[src/hdl/esec_pkg.sv]
// Package of constants and types for the edge separation / encoder counter.
// Assumes a Wishbone classic slave with 32-bit data and byte addresses.
package esec_pkg;

  // ************************************************************
  // Clock and timebase figures
  // ************************************************************
  localparam int unsigned CLK_HZ = 40_000_000; // System clock rate.
  // Internal timebase rate; it is stood in for by the system clock.
  localparam int unsigned TIMEBASE_INT_HZ = 100_000_000;
  localparam int unsigned CNT_W = 32; // Interval and position width.
  localparam int unsigned TERM_N = 8; // Number of terminal pins.
  localparam int unsigned FIFO_DEPTH = 16; // Result buffer depth.

  // ************************************************************
  // Register byte offsets
  // ************************************************************
  localparam logic [7:0] CTRL_OFS = 8'h00; // Mode and run control.
  localparam logic [7:0] SELECT_OFS = 8'h04; // Terminal selects.
  localparam logic [7:0] INIT_OFS = 8'h08; // Initial position.
  localparam logic [7:0] RELOAD_OFS = 8'h0C; // Index reload value.
  localparam logic [7:0] DATA_OFS = 8'h10; // Read request port.
  localparam logic [7:0] STATUS_OFS = 8'h14; // Status and overflow.
  localparam logic [7:0] COUNT_OFS = 8'h18; // Live counter value.

  // ************************************************************
  // Control register fields and reset values
  // ************************************************************
  localparam int CTRL_RUN = 0; // Software start while set.
  localparam int CTRL_MODE = 1; // 0 separation, 1 position.
  localparam int CTRL_TIMING = 2; // Two bits of timing type.
  localparam int CTRL_DECODE = 4; // Two bits of decoding type.
  localparam int CTRL_START_POL = 6; // start_edge_polarity, 1 falling.
  localparam int CTRL_STOP_POL = 7; // stop_edge_polarity, 1 falling.
  localparam int CTRL_ARM_EN = 8; // Wait for arm_trigger.
  localparam int CTRL_ARM_POL = 9; // arm_trigger edge, 1 falling.
  localparam int CTRL_INDEX_EN = 10; // Index reload enable.
  localparam int CTRL_INDEX_PH = 11; // Two bits: B level, A level.
  localparam int CTRL_TB_EXT = 13; // timebase_source_select.
  localparam int CTRL_SMP_POL = 14; // Sample clock edge, 1 falling.
  localparam logic [31:0] CTRL_RST = 32'h0000_0000;
  // Default terminal selects: start 0, stop 1, A 2, B 3, index 4,
  // arm 5, sample clock 6, timebase 7 (three bits each).
  localparam logic [31:0] SELECT_RST = 32'h00FA_C688;
  localparam int SEL_W = 3; // Width of one terminal select.

  // Status register bits.
  localparam int ST_RUNNING = 0;
  localparam int ST_HELD = 1;
  localparam int ST_BUF_NE = 2;
  localparam int ST_OVF = 3;
  localparam int ST_ARMING = 4;

  // Selected signal slots.
  localparam int SIG_START = 0;
  localparam int SIG_STOP = 1;
  localparam int SIG_A = 2;
  localparam int SIG_B = 3;
  localparam int SIG_INDEX = 4;
  localparam int SIG_ARM = 5;
  localparam int SIG_SMP = 6;
  localparam int SIG_TB = 7;

  // Timing and decoding encodings.
  localparam logic [1:0] TIM_ON_DEMAND = 2'h0;
  localparam logic [1:0] TIM_IMPLICIT = 2'h1;
  localparam logic [1:0] TIM_SAMPLE = 2'h2;
  localparam logic [1:0] DEC_TWO_PULSE = 2'h0;
  localparam logic [1:0] DEC_SINGLE = 2'h1;
  localparam logic [1:0] DEC_DOUBLE = 2'h2;
  localparam logic [1:0] DEC_QUAD = 2'h3;

  // Phases of a measurement run.
  typedef enum logic [2:0] {
    RUN_STOPPED,
    RUN_ARMING,
    RUN_WAIT_START,
    RUN_COUNTING,
    RUN_HOLD
  } run_state_t;

endpackage : esec_pkg

[src/hdl/result_buf_if.sv]
// Interface carrying results between the counter core and its buffer.
// Assumes both ends run on the same clock.
`timescale 1ns/100ps
`default_nettype none
interface result_buf_if #(parameter int W = 32);
  logic push_valid; // A result is offered.
  logic push_ready; // Buffer has room.
  logic [W-1:0] push_data; // Offered result.
  logic pop_valid; // Buffer holds a result.
  logic pop_ready; // Consumer takes the head.
  logic [W-1:0] pop_data; // Head result.
  logic flush; // Empty the buffer.
  modport core (output push_valid, push_data, pop_ready, flush,
                input push_ready, pop_valid, pop_data);
  modport buffer (input push_valid, push_data, pop_ready, flush,
                  output push_ready, pop_valid, pop_data);
endinterface : result_buf_if
`default_nettype wire

[src/hdl/edge_separation_encoder_counter.sv]
// Edge separation and encoder position counter channel with a
// Wishbone classic register slave.
// Assumes asynchronous terminal pins and a 40 MHz system clock that
// also serves as the internal counter timebase.
//
// The Wishbone interface to the registers and the address map were decided locally.
`timescale 1ns/100ps
`default_nettype none
module edge_separation_encoder_counter
  import esec_pkg::*;
#(
  parameter int DEPTH = FIFO_DEPTH
) (
  input wire logic clk_i,
  input wire logic rst_i,
  input wire logic cyc_i,
  input wire logic stb_i,
  input wire logic we_i,
  input wire logic [7:0] adr_i,
  input wire logic [3:0] sel_i,
  input wire logic [31:0] dat_i,
  output logic [31:0] dat_o,
  output logic ack_o,
  input wire logic [TERM_N-1:0] programmable_function_terminal_i
);

  // ************************************************************
  // State and declarations
  // ************************************************************
  // Every flip-flop of the core lives in this one structure.
  typedef struct packed {
    logic [TERM_N-1:0] sync1; // First synchroniser stage.
    logic [TERM_N-1:0] sync2; // Second synchroniser stage.
    logic [7:0] prev; // Selected signals one cycle ago.
    run_state_t st; // Phase of the run.
    logic [31:0] ctrl; // Control register.
    logic [31:0] select; // Terminal select register.
    logic [CNT_W-1:0] init_val; // Initial position.
    logic [CNT_W-1:0] reload_val; // Index reload value.
    logic [CNT_W-1:0] interval; // Running interval count.
    logic [CNT_W-1:0] result; // Held on-demand interval.
    logic [CNT_W-1:0] last_int; // Latest completed interval.
    logic [CNT_W-1:0] count; // Position count.
    logic res_valid; // A held interval waits for a read.
    logic last_valid; // last_int holds a real interval.
    logic overflow; // Sticky lost-result flag.
    logic ack; // Bus acknowledge.
    logic [31:0] rdata; // Bus read data.
  } core_state_t;

  core_state_t s_reg; // Registered state.
  core_state_t s_next; // Next state.
  logic [7:0] cur; // Selected, synchronised signals now.
  logic [7:0] rise; // Rising edge on each selected signal.
  logic [7:0] fall; // Falling edge on each selected signal.
  logic start_e; // Active start edge.
  logic stop_e; // Active stop edge.
  logic arm_e; // Active arm_trigger edge.
  logic smp_e; // Active sample clock edge.
  logic tick; // One counter timebase tick.
  logic q_up; // Quadrature edge that means phase A leads.
  logic q_dn; // Quadrature edge that means phase B leads.
  logic step_up; // Position counts up this cycle.
  logic step_dn; // Position counts down this cycle.
  logic reload; // Index reload condition holds.
  logic ovf_ev; // A result was refused by a full buffer.
  logic req; // A new bus request stands.
  logic [31:0] wval; // Write data merged by byte enables.
  logic [31:0] cur_reg; // Register addressed by the bus.
  logic [CNT_W-1:0] done_int; // Interval finished this cycle.
  logic sep_mode; // Separation mode selected.
  logic [1:0] timing; // Timing type.
  logic [1:0] decode; // Decoding type.

  result_buf_if #(.W(CNT_W)) rb ();

  // Results are buffered for the implicit and sample clock timings.
  result_buf #(
    .W(CNT_W),
    .DEPTH(DEPTH)
  ) u_buf (
    .clk_i(clk_i),
    .rst_i(rst_i),
    .bus(rb.buffer)
  );

  assign dat_o = s_reg.rdata;
  assign ack_o = s_reg.ack;

  // ************************************************************
  // Input selection and edge detection
  // ************************************************************
  // Each logical signal picks its pin after two synchroniser stages.
  // Changing a select while running can fake one edge; reselect only
  // while the channel is stopped.
  always_comb begin
    for (int k = 0; k < 8; k++) begin
      cur[k] = s_reg.sync2[s_reg.select[k*SEL_W +: SEL_W]];
    end
  end
  assign rise = cur & ~s_reg.prev;
  assign fall = ~cur & s_reg.prev;
  assign sep_mode = ~s_reg.ctrl[CTRL_MODE];
  assign timing = s_reg.ctrl[CTRL_TIMING +: 2];
  assign decode = s_reg.ctrl[CTRL_DECODE +: 2];

  // Edge polarity of start and stop defaults to rising.
  assign start_e = s_reg.ctrl[CTRL_START_POL] ? fall[SIG_START]
                                              : rise[SIG_START];
  assign stop_e = s_reg.ctrl[CTRL_STOP_POL] ? fall[SIG_STOP]
                                            : rise[SIG_STOP];
  assign arm_e = s_reg.ctrl[CTRL_ARM_POL] ? fall[SIG_ARM]
                                          : rise[SIG_ARM];
  assign smp_e = s_reg.ctrl[CTRL_SMP_POL] ? fall[SIG_SMP]
                                          : rise[SIG_SMP];
  // Internal timebase is every clock; external is each rising edge.
  assign tick = s_reg.ctrl[CTRL_TB_EXT] ? rise[SIG_TB] : 1'b1;

  // ************************************************************
  // Encoder decoding
  // ************************************************************
  // An edge with A leading: A rises with B low, A falls with B high,
  // B rises with A high, B falls with A low.
  always_comb begin
    q_up = 1'b0;
    q_dn = 1'b0;
    step_up = 1'b0;
    step_dn = 1'b0;
    q_up = (rise[SIG_A] & ~cur[SIG_B]) | (fall[SIG_A] & cur[SIG_B]);
    q_dn = (rise[SIG_A] & cur[SIG_B]) | (fall[SIG_A] & ~cur[SIG_B]);
    case (decode)
      DEC_TWO_PULSE: begin
        step_up = rise[SIG_A];
        step_dn = rise[SIG_B];
      end
      DEC_SINGLE: begin
        step_up = rise[SIG_A] & ~cur[SIG_B];
        step_dn = fall[SIG_A] & ~cur[SIG_B];
      end
      DEC_DOUBLE: begin
        step_up = q_up;
        step_dn = q_dn;
      end
      default: begin
        step_up = q_up | (rise[SIG_B] & cur[SIG_A]) |
                  (fall[SIG_B] & ~cur[SIG_A]);
        step_dn = q_dn | (rise[SIG_B] & ~cur[SIG_A]) |
                  (fall[SIG_B] & cur[SIG_A]);
      end
    endcase
  end

  // Index high while A and B match the chosen phase levels.
  assign reload = s_reg.ctrl[CTRL_INDEX_EN] & cur[SIG_INDEX] &
                  (cur[SIG_A] == s_reg.ctrl[CTRL_INDEX_PH + 1]) &
                  (cur[SIG_B] == s_reg.ctrl[CTRL_INDEX_PH]);

  // Interval that ends now includes the tick of this very cycle.
  assign done_int = s_reg.interval + CNT_W'(tick);
  assign req = cyc_i & stb_i & ~s_reg.ack;

  // Byte enables merge write data onto the addressed register.
  always_comb begin
    cur_reg = 32'h0000_0000;
    if (adr_i == CTRL_OFS) begin
      cur_reg = s_reg.ctrl;
    end else if (adr_i == SELECT_OFS) begin
      cur_reg = s_reg.select;
    end else if (adr_i == INIT_OFS) begin
      cur_reg = s_reg.init_val;
    end else if (adr_i == RELOAD_OFS) begin
      cur_reg = s_reg.reload_val;
    end
    for (int b = 0; b < 4; b++) begin
      wval[b*8 +: 8] = sel_i[b] ? dat_i[b*8 +: 8] : cur_reg[b*8 +: 8];
    end
  end

  // ************************************************************
  // Next-state logic
  // ************************************************************
  // The measurement engine acts first; bus writes act afterwards so
  // that a software start or stop wins over the engine in one cycle.
  always_comb begin
    s_next = s_reg;
    s_next.sync1 = programmable_function_terminal_i;
    s_next.sync2 = s_reg.sync1;
    s_next.prev = cur;
    s_next.ack = 1'b0;
    rb.push_valid = 1'b0;
    rb.push_data = '0;
    rb.pop_ready = 1'b0;
    rb.flush = 1'b0;
    case (s_reg.st)
      RUN_ARMING: begin
        // Leave arming on the arm_trigger edge.
        if (arm_e) begin
          s_next.st = sep_mode ? RUN_WAIT_START : RUN_COUNTING;
        end
      end
      RUN_WAIT_START: begin
        // The interval opens on the active start edge.
        if (start_e) begin
          s_next.interval = '0;
          s_next.st = RUN_COUNTING;
        end
      end
      RUN_COUNTING: begin
        if (sep_mode) begin
          // Tick counting wraps at the counter width.
          s_next.interval = done_int;
          if (stop_e) begin
            if (timing == TIM_IMPLICIT) begin
              rb.push_valid = 1'b1;
              rb.push_data = done_int;
            end else if (timing == TIM_SAMPLE) begin
              s_next.last_int = done_int;
              s_next.last_valid = 1'b1;
            end else begin
              s_next.result = done_int;
              s_next.res_valid = 1'b1;
              s_next.st = RUN_HOLD;
            end
            // A start in the same cycle opens the next interval so
            // that back-to-back pairs leave no gap.
            if (timing != TIM_ON_DEMAND && timing != 2'h3) begin
              s_next.interval = '0;
              s_next.st = start_e ? RUN_COUNTING : RUN_WAIT_START;
            end
          end
        end else begin
          // Step first, then a reload overrides it.
          if (step_up && !step_dn) begin
            s_next.count = s_reg.count + CNT_W'(1);
          end else if (step_dn && !step_up) begin
            s_next.count = s_reg.count - CNT_W'(1);
          end
          // Reload lands one clock after the phase is seen.
          if (reload) begin
            s_next.count = s_reg.reload_val;
          end
        end
      end
      default: begin
        // Stopped or holding: inputs are ignored.
      end
    endcase
    // Sample clock timing pushes one result per active edge past arming; separation mode needs a finished interval.
    if (smp_e && timing == TIM_SAMPLE && s_reg.st != RUN_STOPPED &&
        s_reg.st != RUN_ARMING) begin
      if (sep_mode && s_reg.last_valid) begin
        rb.push_valid = 1'b1;
        rb.push_data = s_reg.last_int;
      end else if (!sep_mode) begin
        rb.push_valid = 1'b1;
        rb.push_data = s_reg.count;
      end
    end
    // A refused push is lost and flagged.
    ovf_ev = rb.push_valid & ~rb.push_ready;

    // Wishbone classic: one wait state, ack for one cycle.
    if (req) begin
      s_next.ack = 1'b1;
      s_next.rdata = 32'h0000_0000;
      if (we_i) begin
        if (adr_i == CTRL_OFS) begin
          s_next.ctrl = wval;
          if (wval[CTRL_RUN] && !s_reg.ctrl[CTRL_RUN]) begin
            // Software start presets and launches the run.
            s_next.count = s_reg.init_val;
            s_next.interval = '0;
            s_next.res_valid = 1'b0;
            s_next.last_valid = 1'b0;
            rb.flush = 1'b1;
            if (wval[CTRL_ARM_EN]) begin
              s_next.st = RUN_ARMING;
            end else if (!wval[CTRL_MODE]) begin
              s_next.st = RUN_WAIT_START;
            end else begin
              s_next.st = RUN_COUNTING;
            end
          end else if (!wval[CTRL_RUN]) begin
            s_next.st = RUN_STOPPED;
          end
        end else if (adr_i == SELECT_OFS) begin
          s_next.select = wval;
        end else if (adr_i == INIT_OFS) begin
          s_next.init_val = wval;
        end else if (adr_i == RELOAD_OFS) begin
          s_next.reload_val = wval;
        end else if (adr_i == STATUS_OFS) begin
          if (sel_i[0] && dat_i[ST_OVF]) begin
            s_next.overflow = 1'b0;
          end
        end
      end else begin
        if (adr_i == CTRL_OFS) begin
          s_next.rdata = s_reg.ctrl;
        end else if (adr_i == SELECT_OFS) begin
          s_next.rdata = s_reg.select;
        end else if (adr_i == INIT_OFS) begin
          s_next.rdata = s_reg.init_val;
        end else if (adr_i == RELOAD_OFS) begin
          s_next.rdata = s_reg.reload_val;
        end else if (adr_i == DATA_OFS) begin
          if (timing == TIM_IMPLICIT || timing == TIM_SAMPLE) begin
            // Buffered results come out in order; empty reads zero.
            s_next.rdata = rb.pop_valid ? rb.pop_data : '0;
            rb.pop_ready = 1'b1;
          end else if (sep_mode) begin
            s_next.rdata = s_reg.result;
            // Reading the held interval releases the channel.
            if (s_reg.st == RUN_HOLD) begin
              s_next.st = RUN_WAIT_START;
              s_next.res_valid = 1'b0;
            end
          end else begin
            s_next.rdata = s_reg.count;
          end
        end else if (adr_i == STATUS_OFS) begin
          s_next.rdata[ST_RUNNING] = (s_reg.st != RUN_STOPPED);
          s_next.rdata[ST_HELD] = s_reg.res_valid;
          s_next.rdata[ST_BUF_NE] = rb.pop_valid;
          s_next.rdata[ST_OVF] = s_reg.overflow;
          s_next.rdata[ST_ARMING] = (s_reg.st == RUN_ARMING);
        end else if (adr_i == COUNT_OFS) begin
          s_next.rdata = sep_mode ? s_reg.interval : s_reg.count;
        end
      end
    end
    // A new overflow beats a clear in the same cycle.
    if (ovf_ev) begin
      s_next.overflow = 1'b1;
    end
  end

  // ************************************************************
  // State register
  // ************************************************************
  // Synchronous reset to constants; configuration takes defaults.
  always_ff @(posedge clk_i) begin
    if (rst_i) begin
      s_reg <= '0;
      s_reg.st <= RUN_STOPPED;
      s_reg.ctrl <= CTRL_RST;
      s_reg.select <= SELECT_RST;
    end else begin
      s_reg <= s_next;
    end
  end
endmodule // edge_separation_encoder_counter
`default_nettype wire

[src/hdl/result_buf.sv]
// Result buffer: a first-in first-out store of measurement results.
// Assumes DEPTH is a power of two and a single clock domain.
`timescale 1ns/100ps
`default_nettype none
module result_buf #(
  parameter int W = 32,
  parameter int DEPTH = 16
) (
  input wire logic clk_i,
  input wire logic rst_i,
  result_buf_if.buffer bus
);
  localparam int AW = $clog2(DEPTH);

  // Whole buffer state, registered as one word.
  typedef struct packed {
    logic [DEPTH-1:0][W-1:0] mem; // Stored results.
    logic [AW-1:0] wp; // Write pointer.
    logic [AW-1:0] rp; // Read pointer.
    logic [AW:0] cnt; // Number of results held.
  } buf_state_t;

  buf_state_t s_reg;
  buf_state_t s_next;
  logic do_push;
  logic do_pop;

  // Full and empty come straight from the fill count.
  assign bus.push_ready = (s_reg.cnt != (AW + 1)'(DEPTH));
  assign bus.pop_valid = (s_reg.cnt != '0);
  assign bus.pop_data = s_reg.mem[s_reg.rp];

  // ************************************************************
  // Next-state logic
  // ************************************************************
  // A push into a full buffer is refused; the core counts it as lost.
  always_comb begin
    s_next = s_reg;
    do_push = bus.push_valid & bus.push_ready;
    do_pop = bus.pop_ready & bus.pop_valid;
    if (do_push) begin
      s_next.mem[s_reg.wp] = bus.push_data;
      s_next.wp = s_reg.wp + AW'(1);
    end
    if (do_pop) begin
      s_next.rp = s_reg.rp + AW'(1);
    end
    if (do_push && !do_pop) begin
      s_next.cnt = s_reg.cnt + (AW + 1)'(1);
    end else if (do_pop && !do_push) begin
      s_next.cnt = s_reg.cnt - (AW + 1)'(1);
    end
    if (bus.flush) begin
      s_next.wp = '0;
      s_next.rp = '0;
      s_next.cnt = '0;
    end
  end

  // State register; reset clears the contents as well as the pointers and count.
  always_ff @(posedge clk_i) begin
    if (rst_i) begin
      s_reg.mem <= '0;
      s_reg.wp <= '0;
      s_reg.rp <= '0;
      s_reg.cnt <= '0;
    end else begin
      s_reg <= s_next;
    end
  end
endmodule // result_buf
`default_nettype wire

[config.mk]
export PLATFORM = sky130hd
export DESIGN_NAME = edge_separation_encoder_counter
export DESIGN_NICKNAME = d
export VERILOG_FILES = /design/src/hdl/esec_pkg.sv /design/src/hdl/result_buf_if.sv /design/src/hdl/edge_separation_encoder_counter.sv /design/src/hdl/result_buf.sv
export SDC_FILE = /design/constraint.sdc
export NUM_CORES = 2
export LEC_CHECK = 0
export BUFFER_PORTS_ARGS = -buffer_cell sky130_fd_sc_hd__buf_2
export CORE_ASPECT_RATIO = 0.75
export CORE_MARGIN = 2
export CORE_UTILIZATION = 57
export CTS_BUF_LIST = sky130_fd_sc_hd__clkbuf_16
export DETAILED_ROUTE_END_ITERATION = 10
export PLACE_DENSITY = 0.82
export REMOVE_ABC_BUFFERS = 1
export SLEW_MARGIN = 15
export SYNTH_ARGS = -nofsm -noshare
export SYNTH_HDL_FRONTEND = slang
export SYNTH_SLANG_ARGS = --single-unit
[constraint.sdc]
create_clock -name clk_i -period 3.77 [get_ports clk_i]
set_input_delay 0.754 -clock clk_i [delete_from_list [all_inputs] [get_ports clk_i]]
set_output_delay 0.754 -clock clk_i [all_outputs]
set_load 0.01 [all_outputs]
==> metrics.txt <==
Max-slew headroom 31.6%; Multi-input gate area 0.0202 mm2; Hold Fails Final Rpt 0; first-pass GRT wire length 185000 um; Worst-path clk slew 60 ps; layout cells sized above 1 14.9%; maximum VDD drop 0.000360 V; largest net degree at the start of global routing 159; total CTS buffers 78; Mapped Area 0.0392 mm2; DR vias 34565; outcome finished, final reports clean; fin area 0.0434 mm2; leak pwr 14.2 nW; Largest register FFs 525; CP endpoint kind flip-flop; TritonCTS clock tree yes; setup bufs post-CTS 0; Final ANT Viol Nets 0; CTS Hold Buffers Added 0; post-synthesis register bit count 843; top post-synthesis cells by area dfxtp_1 43%, a211oi_1 11%, mux4_2 10%, nor2_1 9.3%, clkbuf_1 3.3%; Skew-Pair Late Insertion Delay 650 ps; critical path launch point type flip-flop; Max clock buf depth 3; Hold Path Depth 2; cell area power density 401 mW/mm2; wire per inst 22.7 um; Least-Margin Pin Slew 1020 ps; Syn. warnings 0; Die H 231 um; CP max FO 4; crit path DAT 4100 ps; post-synthesis cell type count 73; cell row count 83; non-filler instance count after layout 5241; Total GRT Usage 32.9%; CTS Sinks 843; Area Growth Syn to Fin 10.7%; largest area contributor in the netlist dfxtp_1; Storage cell area 0.0169 mm2; dpl cell area 0.0408 mm2; initial core utilization 57.4%; filler cell count 5390; WP data required 4290 ps; Avg Cell Area, Syn 8.92 um2; Mapped Cells 4392; total wire length 119000 um; WS Path Type flip-flop to flip-flop; Worst Skew 21.1 ps; Async S/R FF share, synth 0%; routability cong. 0.977; DIE AREA 0.0708 mm2; nets@finish 4359; drt via density 6.60; Tmin final 3580 ps; EDFF count, synth 0; Post-synth top flop dfxtp_1; top-area cell type share of the netlist area 43.1%; H-tree depth 3; I/O Buffers 89; DR iter-0 viols 4805; Final Power 0.0174 W; post-DP HPWL 77700 um; vias in the first global route 31869; max_cap viols 0; Hold Path Class primary input to flip-flop; post-synthesis sequential area ratio 43.1%; root buffer cell clkbuf_16; Cell Count Post-Placement 5098; Final Max Tran Viols 0; global route overflow 0; chip width 307 um; Tcrit/Tclk final 95.0%; path depth of the worst reg2reg path 14; # IOs 90; core region area 0.0682 mm2; drt drc 0; 1st-pass router iterations 8; Max Clk Rate 279 MHz; setup violators final 0; antenna violations before repair 2
cells by family (layout without fill, tap and decap cells):
logic type	count (synthesis)	count (layout)	share of synthesized area, %
adders and majority gates	16	16	0.530
other	0	2	0
xor gates and xnor gates	58	58	1.30
and+or+nand+nor	1412	1412	15.1
muxes	291	291	13.2
buffers and inverters	550	505	5.60
DFF	843	843	43.1
AOI/OAI and AO/OA	1222	1222	21.2
worst paths after layout:
| path | end | slack (ps) | start |
|---|---|---|---|
| min | s_next[310] | 320 | programmable_function_terminal_i[7] |
| min reg2reg | s_reg[306] | 440 | s_next[306] |
| max reg2reg | u_buf.s_reg[4] | 190 | s_reg[246] |
| max | u_buf.s_reg[4] | 190 | s_reg[246] |
through the flow:
stage	setup WS [ps]	util, %	setup TNS [ps]	hold WS, ps
after floorplan	-2680	-	-566970	414
after global placement	21.7	59.8	0	431
after detailed placement	-18.8	59.8	-18.8	429
after CTS	49.1	63.5	0	302
after global routing	-24.0	63.6	-24.0	309
final	187	63.6	0	317
Yosys cell counts (all sizes together) (40+ instances only):
master and n:
a21oi 229, inv 80, nand3 40, buf 124
dfxtp 843, nor3 64, nand2 174, o21ai 152
a211oi 578, mux4 178, mux2i 101, xnor2 51
clkbuf 345, a22oi 115, nor2 973
cell usage in the layout (no fill, tap or decap), types with 12 or more instances in the layout:
| cell | Yosys | final |
|---|---|---|
| buf_2 | 6 | 88 |
| mux4_2 | 178 | 178 |
| mux2i_1 | 100 | 97 |
| buf_4 | 32 | 160 |
| clkinv_2 | 0 | 12 |
| a21boi_0 | 29 | 29 |
| a22oi_1 | 115 | 115 |
| a21oi_1 | 227 | 223 |
| and3_1 | 37 | 20 |
| nand4_1 | 22 | 22 |
| o211ai_1 | 28 | 28 |
| ha_1 | 15 | 14 |
| xnor2_1 | 51 | 51 |
| clkbuf_16 | 0 | 79 |
| nand2_1 | 174 | 172 |
| o21ai_0 | 142 | 141 |
| dfxtp_1 | 843 | 831 |
| buf_12 | 0 | 34 |
| nor2b_1 | 22 | 20 |
| mux2_2 | 12 | 12 |
| and3_2 | 0 | 17 |
| nor2_1 | 973 | 972 |
| a221oi_1 | 12 | 12 |
| nor4_1 | 12 | 12 |
| a211oi_1 | 578 | 578 |
| nand3_1 | 40 | 39 |
| inv_1 | 78 | 90 |
| clkinv_1 | 1 | 21 |
| nor3_1 | 64 | 63 |
power breakdown:
part | switching (W) | internal (W) | total, W
sequential | 0.0000182 | 0.00891 | 0.00893
clock | 0.00360 | 0.00433 | 0.00792
combinational | 0.000357 | 0.000158 | 0.000516
area by class of cell:
class,count,share of cell area [%]
Antenna cell,2,0.0115
Clock buffer,79,4.56
Clock inverter,62,1.20
Inverter,81,0.701
Multi-Input combinational cell,2999,46.6
Sequential cell,843,39.0
Tap cell,892,2.57
Timing Repair Buffer,283,5.39
worst max-delay path: stages (launching register included):
cell and delay [ps]:
dfxtp_1 400, mux4_2 550, mux2i_4 270, mux2i_2 370, o2111ai_2 210, a21oi_2 180
ha_1 210, inv_1 110, fa_1 420, a21o_1 170, a21oi_1 200, xnor2_1 140
nor2_1 60, xnor2_1 130, nor2_1 50
what timing repair did:
action	4_1_cts	5_1_grt
resized for setup	2	15
pin swaps	0	1
setup endpoints to repair	5	70
routing by layer:
metal | GRT usage (%) | share of wire, %
met4 | 9.91 | 2.9
met2 | 47.6 | 42
met1 | 48.0 | 42
met3 | 8.75 | 13
met5 | 0 | 0.0084
No activity file was read; power rests on OpenSTA's default activity.
